--- config.mk ---
export PLATFORM = sky130hd
export DESIGN_NAME = wwt_watchdog
export DESIGN_NICKNAME = d
export VERILOG_FILES = /design/src/wwt_pkg.sv /design/src/wwt_watchdog.sv
export SDC_FILE = /design/constraint.sdc
export NUM_CORES = 1
export LEC_CHECK = 0
export ABC_AREA = 1
export BUFFER_PORTS_ARGS = -buffer_cell sky130_fd_sc_hd__buf_2
export CORE_MARGIN = 4
export CORE_UTILIZATION = 55
export DETAILED_ROUTE_END_ITERATION = 7
export GPL_TIMING_DRIVEN = 0
export PLACE_DENSITY = 0.78
export SYNTH_ARGS = -nofsm -noshare
export SYNTH_HDL_FRONTEND = slang
export SYNTH_SLANG_ARGS = --single-unit
--- constraint.sdc ---
create_clock -name i_sys_clk -period 4.8 [get_ports i_sys_clk]
set_clock_uncertainty 0.2 [all_clocks]
set_input_delay 0.24 -clock i_sys_clk [delete_from_list [all_inputs] [get_ports i_sys_clk]]
set_output_delay 0.24 -clock i_sys_clk [all_outputs]
set_load 0.02 [all_outputs]
--- src/wwt_pkg.sv ---
// constants for the windowed watchdog timer
package wwt_pkg;
	// ----------------------------------------------------------------
	// register map and key values
	// ----------------------------------------------------------------
	localparam logic [15:0] REFRESH_ADDR = 16'hFF99;
	localparam logic [7:0] REFRESH_KEY = 8'hAC;
	localparam logic [7:0] READ_VAL_EN = 8'h9A;
	localparam logic [7:0] READ_VAL_DIS = 8'h1A;
	// ----------------------------------------------------------------
	// option byte field positions
	// ----------------------------------------------------------------
	localparam int OPT_WIN_HI = 6;
	localparam int OPT_WIN_LO = 5;
	localparam int OPT_ENABLE = 4;
	localparam int OPT_OVF_HI = 3;
	localparam int OPT_OVF_LO = 1;
	localparam logic [7:0] OPT_RESET = 8'h00;
	// ----------------------------------------------------------------
	// counter timing
	// ----------------------------------------------------------------
	localparam int CNT_W = 17;
	localparam logic [16:0] PERIOD_MIN = 17'h00400;
	localparam logic [16:0] QUARTER_MIN = 17'h00100;
	// ----------------------------------------------------------------
	// addresses exempt from read and write checking; fetches are still checked
	// ----------------------------------------------------------------
	localparam logic [15:0] EXEMPT_A_LO = 16'hFB00;
	localparam logic [15:0] EXEMPT_A_HI = 16'hFFCF;
	localparam logic [15:0] EXEMPT_B_LO = 16'hFFE0;
	localparam logic [15:0] EXEMPT_B_HI = 16'hFFFF;
	// ----------------------------------------------------------------
	// states
	// ----------------------------------------------------------------
	typedef enum logic [1:0] {
		ST_INIT = 2'h0,
		ST_RUN = 2'h1,
		ST_FAULT = 2'h3
	} wwt_state_t;
endpackage

--- src/wwt_watchdog.sv ---
// windowed watchdog timer with refresh register and access checking
module wwt_watchdog #(
	parameter int CNT_W = wwt_pkg::CNT_W
) (
	input wire logic i_sys_clk,
	input wire logic i_rstn,
	input wire logic i_lsclk,
	input wire logic [7:0] i_option_byte,
	input wire logic [15:0] i_mem_limit,
	input wire logic [15:0] i_addr,
	input wire logic i_wr,
	input wire logic i_rd,
	input wire logic i_bit_op,
	input wire logic i_fetch,
	input wire logic [7:0] i_wdata,
	output logic [7:0] o_rdata,
	output logic o_reset_req,
	output logic o_watchdog_reset_cause_flag
);
	// ----------------------------------------------------------------
	// parameter check
	// ----------------------------------------------------------------
	if (CNT_W != wwt_pkg::CNT_W) begin : g_bad_width
		$error("counter width must be 17");
	end

	wwt_pkg::wwt_state_t state_q;
	logic ls_s1_q, ls_s2_q, ls_s3_q;
	logic [7:0] opt_q;
	logic [16:0] cnt_q;
	logic first_q;
	logic pend_q;
	logic [7:0] rdata_q;
	logic tick;
	logic en;
	logic [2:0] ovf_sel;
	logic [1:0] win_sel;
	logic [1:0] mult;
	logic [16:0] term;
	logic [16:0] quarter;
	logic [16:0] thr;
	logic wr_hit, rd_hit;
	logic bit_fault, key_fault, win_fault, good_refresh;
	logic outside, exempt, mem_fault, ovf;

	// ----------------------------------------------------------------
	// low-speed clock synchroniser and edge detect
	// ----------------------------------------------------------------
	always_ff @(posedge i_sys_clk or negedge i_rstn) begin
		if (!i_rstn) begin
			ls_s1_q <= 1'b0;
			ls_s2_q <= 1'b0;
			ls_s3_q <= 1'b0;
		end else begin
			ls_s1_q <= i_lsclk;
			ls_s2_q <= ls_s1_q;
			ls_s3_q <= ls_s2_q;
		end
	end
	assign tick = ls_s2_q & ~ls_s3_q;

	// ----------------------------------------------------------------
	// option byte fields and window arithmetic
	// ----------------------------------------------------------------
	assign en = opt_q[wwt_pkg::OPT_ENABLE];
	assign ovf_sel = opt_q[wwt_pkg::OPT_OVF_HI:wwt_pkg::OPT_OVF_LO];
	assign win_sel = opt_q[wwt_pkg::OPT_WIN_HI:wwt_pkg::OPT_WIN_LO];
	assign term = (wwt_pkg::PERIOD_MIN << ovf_sel) - 17'h00001;
	assign quarter = wwt_pkg::QUARTER_MIN << ovf_sel;
	assign mult = 2'h3 - win_sel;
	assign thr = quarter * {15'h0000, mult};

	// ----------------------------------------------------------------
	// fault detection
	// ----------------------------------------------------------------
	assign wr_hit = (state_q == wwt_pkg::ST_RUN) && i_wr && (i_addr == wwt_pkg::REFRESH_ADDR);
	assign rd_hit = i_rd && (i_addr == wwt_pkg::REFRESH_ADDR);
	assign bit_fault = wr_hit && i_bit_op;
	assign key_fault = wr_hit && !i_bit_op && (i_wdata != wwt_pkg::REFRESH_KEY);
	assign win_fault = wr_hit && !i_bit_op && (i_wdata == wwt_pkg::REFRESH_KEY)
		&& en && !first_q && (cnt_q < thr);
	assign good_refresh = wr_hit && !i_bit_op && (i_wdata == wwt_pkg::REFRESH_KEY) && !win_fault;
	assign outside = i_addr >= i_mem_limit;
	assign exempt = ((i_addr >= wwt_pkg::EXEMPT_A_LO) && (i_addr <= wwt_pkg::EXEMPT_A_HI))
		|| ((i_addr >= wwt_pkg::EXEMPT_B_LO) && (i_addr <= wwt_pkg::EXEMPT_B_HI));
	assign mem_fault = en && (state_q == wwt_pkg::ST_RUN) && outside
		&& (i_fetch || ((i_rd || i_wr) && !exempt));
	assign ovf = en && (state_q == wwt_pkg::ST_RUN) && tick && (cnt_q == term) && !good_refresh;

	// ----------------------------------------------------------------
	// state: strap capture, run, fault
	// ----------------------------------------------------------------
	always_ff @(posedge i_sys_clk or negedge i_rstn) begin
		if (!i_rstn) begin
			state_q <= wwt_pkg::ST_INIT;
		end else begin
			case (state_q)
				wwt_pkg::ST_INIT: begin
					state_q <= wwt_pkg::ST_RUN;
				end
				wwt_pkg::ST_RUN: begin
					if (ovf || mem_fault || (pend_q && tick)) begin
						state_q <= wwt_pkg::ST_FAULT;
					end
				end
				wwt_pkg::ST_FAULT: begin
					state_q <= wwt_pkg::ST_FAULT;
				end
				default: begin
					state_q <= wwt_pkg::ST_INIT;
				end
			endcase
		end
	end

	// option byte caught once after reset release
	always_ff @(posedge i_sys_clk or negedge i_rstn) begin
		if (!i_rstn) begin
			opt_q <= wwt_pkg::OPT_RESET;
		end else if (state_q == wwt_pkg::ST_INIT) begin
			opt_q <= i_option_byte;
		end
	end

	// ----------------------------------------------------------------
	// counter and first-refresh flag
	// ----------------------------------------------------------------
	always_ff @(posedge i_sys_clk or negedge i_rstn) begin
		if (!i_rstn) begin
			cnt_q <= 17'h00000;
		end else if (good_refresh) begin
			cnt_q <= 17'h00000;
		end else if (en && tick && (state_q == wwt_pkg::ST_RUN) && (cnt_q != term)) begin
			cnt_q <= cnt_q + 17'h00001;
		end
	end

	always_ff @(posedge i_sys_clk or negedge i_rstn) begin
		if (!i_rstn) begin
			first_q <= 1'b1;
		end else if (wr_hit) begin
			first_q <= 1'b0;
		end
	end

	// illegal write held until the low-speed clock moves
	always_ff @(posedge i_sys_clk or negedge i_rstn) begin
		if (!i_rstn) begin
			pend_q <= 1'b0;
		end else if (bit_fault || key_fault || win_fault) begin
			pend_q <= 1'b1;
		end
	end

	// ----------------------------------------------------------------
	// read data
	// ----------------------------------------------------------------
	always_ff @(posedge i_sys_clk or negedge i_rstn) begin
		if (!i_rstn) begin
			rdata_q <= 8'h00;
		end else if (rd_hit) begin
			rdata_q <= en ? wwt_pkg::READ_VAL_EN : wwt_pkg::READ_VAL_DIS;
		end else begin
			rdata_q <= 8'h00;
		end
	end

	assign o_rdata = rdata_q;
	assign o_reset_req = (state_q == wwt_pkg::ST_FAULT);
	assign o_watchdog_reset_cause_flag = (state_q == wwt_pkg::ST_FAULT);
endmodule

After elaboration in Yosys (flattened, before gate mapping)
Index checks and enable logic that the tools add are counted.
Widths: inputs -> output; s select.
{"block": "word_totals", "reg_bits": 39, "in_bits": 55, "out_inout_bits": 10}
{"block": "op_classes", "n_addsub": 3, "mul": 1, "order_cmp": 6, "eq_ne": 8, "n_shift": 2, "mux": 6, "n_bitwise": 2, "reduce_logical": 38}
{"operator": "$mux 17", "n": 2}
{"operator": "$ge 16x16->1 const B", "n": 2}
{"operator": "$le 16x16->1 const B", "n": 2}
{"operator": "$logic_and 1x1->1", "n": 24}
{"operator": "$add 17x1->17 const B", "n": 1}
{"operator": "$eq 17x17->1", "n": 1}
{"operator": "$lt 17x17->1", "n": 1}
{"operator": "$mul 17x2->17", "n": 1}
{"operator": "$ne 17x17->1", "n": 1}
{"operator": "$shl 11x3->17 const A", "n": 1}
{"operator": "$shl 9x3->17 const A", "n": 1}
{"operator": "$sub 17x1->17 const B", "n": 1}
{"operator": "$eq 16x16->1 const B", "n": 1}
{"operator": "$ge 16x16->1", "n": 1}
{"operator": "$mux 8", "n": 2}
{"operator": "$eq 8x8->1 const B", "n": 1}
{"operator": "$ne 8x8->1 const B", "n": 1}
{"operator": "$logic_or 1x1->1", "n": 7}
{"operator": "$pmux 2 s3", "n": 1}
{"operator": "$logic_not 1->1", "n": 5}
{"operator": "$eq 2x1->1 const B", "n": 1}
{"operator": "$eq 2x2->1 const B", "n": 1}
{"operator": "$logic_not 2->1", "n": 1}
{"operator": "$mux 2", "n": 1}
{"operator": "5 further kinds", "n": 5}

Longest topological paths before layout
{"block": "depth", "word_depth": 16, "ltp_mapped": 24, "mapped_depth_nobuf": 23}

Least setup slack after synthesis
Ideal clock, no wire load.
{"block": "synth_timing", "path_type": "register to register", "from": "register opt_q[3]", "to": "register cnt_q[15]", "setup_ps": 118, "arrival_time_ps": 2827, "required_ps": 4482, "setup_slack_ps": 1655, "stages_incl_launch_ff": 23, "n_path_buf": 1, "synth_period_minus_slack_ps": 3145, "cell_sequence": "dfrtp_1 -> buf_6 -> nor2_8 -> nand2_4 -> nor2_1 -> ha_1 -> fa_1 -> nand3_1 -> nand2_1 -> nand2_1 -> nand2_1 -> a21oi_1 -> xor2_1 -> ha_1 -> nand2_1 -> nor2_1 -> nand3_1 -> nor3b_1 -> nor2_1 -> nand3_1 -> nand2_1 -> nand3_1 -> nand2_1"}
{"block": "synth_via", "elab_chain_cells": 7, "word_cells_on_any_way": 12}
{"item": "start: declaration", "line_no": "wwt_watchdog.sv:29", "rtl": "logic [7:0] opt_q;"}
{"item": "start signal: assignment", "line_no": "wwt_watchdog.sv:119", "rtl": "opt_q <= wwt_pkg::OPT_RESET;"}
{"item": "start signal: assignment", "line_no": "wwt_watchdog.sv:121", "rtl": "opt_q <= i_option_byte;"}
{"item": "$shl 9x3->17", "line_no": "wwt_watchdog.sv:69", "rtl": "assign quarter = wwt_pkg::QUARTER_MIN << ovf_sel;"}
{"item": "$mul 17x2->17", "line_no": "wwt_watchdog.sv:71", "rtl": "assign thr = quarter * {15'h0000, mult};"}
{"item": "$lt 17x17->1", "line_no": "wwt_watchdog.sv:81", "rtl": "&& en && !first_q && (cnt_q < thr);"}
{"item": "$logic_and 1x1->1", "line_no": "wwt_watchdog.sv:81"}
{"item": "$logic_not 1->1", "line_no": "wwt_watchdog.sv:82", "rtl": "assign good_refresh = wr_hit && !i_bit_op && (i_wdata == wwt_pkg::REFRESH_KEY) && !win_fault;"}
{"item": "$logic_and 1x1->1", "line_no": "wwt_watchdog.sv:82"}
{"item": "$mux 17 / $reduce_bool 2->1 (equally long branches)"}
{"item": "end signal: assignment", "line_no": "wwt_watchdog.sv:134", "rtl": "cnt_q <= cnt_q + 17'h00001;"}
{"item": "end: declaration", "line_no": "wwt_watchdog.sv:30", "rtl": "logic [16:0] cnt_q;"}
Several ways; a longest one is shown, not always the timed one.
A chain may end at the register's enable or synchronous reset.

Worst setup path after layout
{"block": "layout_timing", "from": "register opt_q[1]", "to": "register cnt_q[4]"}
The elaborated chain is that of the path after synthesis.

==> impl_metrics.toml <==
[cts]
ctsResizeCount = 0
cts.sinks = 32
htree_levels = 2
insertion_delay_ns = 0.30
cts_hold_buf = 9
cts_setup_buffers = 0
cts_buffers = 5
clk_path_buf_depth = 2
clock-root-buffer = "clkbuf_8"
cts_tree = "yes"
clkTransAtPathRegs_ns = 0.08

[die]
die_h_um = 86.1
die-area_mm2 = 0.00742
initial_core_util = 0.567
core.rowCount = 28
die_w_um = 86.1
core_area_mm2 = 0.00592
ioPinCount = 65

[synthesis]
syn_area_mm2 = 0.00336
syn_inst = 499
muxShareOfSynthArea = 0.00335
synthTopCellsByArea = "dfrtp_1 23%, nand2_1 13%, ha_1 12%"
ys_ff_latch = 32
synth-xor-area-share = 0.0380
synth_top_area_share = 0.231
synth_edf_count = 0
synth_area_per_cell_um2 = 6.73
synthArstFlopShare = 1.00
synth-simple-area-share = 0.376
yosysUniqueCellTypes = 45
synthAdderAreaFrac = 0.129
yosysSeqAreaShare = 0.239
synth_compound_area_frac = 0.0812
yosys.area.top_type = "dfrtp_1"
synth_top_family_by_area = "simple AND/OR/NAND/NOR gates"
yosysWarnings = 0
yosys_most_used_dff = "dfrtp_1"

[placed_design]
place_congestion = 0.872
dp_hpwl_mm = 6.38
portBuffers = 58
dp_cells = 635

[routing]
wire_per_inst_um = 12.2
ant_nets = 0
drtIter0Drc = 120
vias = 3316
drt_pass1_iterations = 4
wl_met1_mm = 3.52
wl_met3_um = 410
dr_wl_met2_mm = 3.96
drc = 0
drt_wl_total_mm = 7.98
vias_per_cell = 5.09
dr.max_layer_used = "met4"

[worst_setup_path]
crit_start = "opt_q[1]"
cp-start-kind = "register"
cp.required_ns = 4.79
path_max_fanout = 7
critPathKind = "register to register"
worstPathArrival_ns = 3.64
timing.rr.start = "opt_q[1]"
crit_path_end_kind = "register"

[sta]
fin_tns_setup_ns = 0
relSlewSlack = 0.511
setup_viol = 0
final_max_slew_viol_count = 0
rsz0062_at_grt = "false"
hold_viol = 0
fmax_mhz = 274
period_share = 0.761
min_period_ns = 3.65
worst_pin_slew_ns = 0.734

[global_routing]
overflow = 0
grt.total_usage = 0.227
antenna_found_initial = 0
grt_first_pass_wirelength_mm = 13.7
grt_pass1_vias = 3239
grt_start_max_net_pins = 33

[final_layout]
final_cell_mix = "112 x nand2_1, 87 x inv_1, 59 x nor2_1, 59 x buf_2, 35 x nand3_1"
finalNonFillerCells = 652
mostFrequentLayoutCell = "nand2_1"
fin_util = 0.668
nNetsFinal = 665
drive_above_1_share = 0.201
area_delta_synth_final_pct = 17.8
num_antenna_cells = 0

[worst_hold_path]
min_from = "ls_s1_q"
min_path_type = "register to register"

[power_and_ir_drop]
switching_power_uw = 278
irDropWorstVdd_v = 0.000196
clkPwrFrac = 0.327
power_density_mw_per_mm2 = 207
internal_power_uw = 540
p_leak_uw = 0.00226
p_sw_frac = 0.340
p_comb_frac = 0.284
seqPwrFrac = 0.389

[run_status]
status = "complete, no violations"

[run]
max_cap_viol_count = 0
-- metal layers --
metal | GRT usage | up-vias
li1 | - | 1728
met1 | 0.281 | 1484
met2 | 0.405 | 93
met3 | 0.0327 | 11
met4 | 0.0662 | 0
met5 | 0 | -
-- layout make-up --
class / count / area (um^2)
Clock buffer: 5 / 68.8
Timing Repair Buffer: 67 / 380
Inverter: 94 / 355
Multi-Input combinational cell: 363 / 2120
Clock inverter: 3 / 42.5
Sequential cell: 32 / 802
Fill cell: 539 / 1970
Tap cell: 75 / 93.8
Buffer: 13 / 91.3
-- worst paths after layout --
check | endpoint | slack, ns | cells past startpoint
min | ls_s2_q | 0.15 | 0
min reg2reg | ls_s2_q | 0.15 | 0
max | cnt_q[4] | 1.15 | 21
max in group asynchronous | cnt_q[13] | 3.59 | 2
min in group asynchronous | opt_q[2] | 0.34 | 2
max reg2reg | cnt_q[4] | 1.15 | 21
-- synthesized netlist by cell type, types with 2 or more instances --
| master | instances |
|---|---|
| inv_2 | 6 |
| xnor2_1 | 5 |
| nand2_1 | 112 |
| nor2_8 | 2 |
| nand4_1 | 13 |
| o21ai_1 | 8 |
| nand2_4 | 3 |
| nand3_1 | 35 |
| buf_4 | 7 |
| nand2_2 | 6 |
| inv_1 | 87 |
| buf_6 | 2 |
| ha_1 | 33 |
| o21ai_2 | 2 |
| nand3_2 | 3 |
| and3_1 | 2 |
| o21ai_0 | 12 |
| nor2_1 | 59 |
| xor2_2 | 3 |
| clkbuf_1 | 3 |
| nor3_1 | 16 |
| xor2_1 | 4 |
| dfrtp_1 | 31 |
| a21oi_1 | 21 |
| nor2_2 | 3 |
| nor4_1 | 2 |
-- metrics by stage --
stage	hold slack [ns]	instance area [um^2]	total power (uW)	setup slack (ns)
5_1_grt	0.166	3960	872	0.865
4_1_cts	0.154	3960	823	1.14
3_3_place_gp	0.131	3750	541	1.24
2_1_floorplan	-0.256	3370	477	1.66
3_5_place_dp	0.136	3750	549	1.15
6_report	0.152	3960	818	1.15
-- power groups by stage --
stage | logic, uW | clock network (uW) | registers (uW)
5_1_grt | 270 | 282 | 321
3_3_place_gp | 219 | 0 | 322
4_1_cts | 233 | 272 | 318
6_report | 233 | 268 | 318
3_5_place_dp | 226 | 0 | 323
2_1_floorplan | 160 | 0 | 317
-- cells by family (layout without fill, tap and decap cells) --
kind of cell	after synthesis	in the layout
buf+inv	107	182
flops	32	32
fa+ha+maj	34	34
compound gates	48	48
xor+xnor	12	12
other cells	1	4
simple gates	264	264
mux	1	1
-- flip-flops by register name, indices dropped and copies added, names as in the netlist --
signal,flops
ls_s3_q,1
state_q,2
o_rdata,2
cnt_q,17
ls_s1_q,1
pend_q,1
first_q,1
ls_s2_q,1
opt_q,6
-- worst max-delay path, cell delays in order (launching register included) --
cell     delay (ns)
dfrtp_1        0.48
inv_2          0.13
nand2_4        0.10
nor2_1         0.04
ha_1           0.24
fa_1           0.40
nand3_1        0.13
nand2_1        0.07
nand2_1        0.08
nand2_1        0.05
a21oi_1        0.14
xor2_1         0.10
ha_1           0.28
nand2_1        0.09
nor2_1         0.18
nand3_1        0.15
nor3b_1        0.23
nor2_1         0.08
nand3_1        0.09
nand2_1        0.13
nand3_1        0.10
nand2_1        0.06
(Power assumes the default switching activity.)
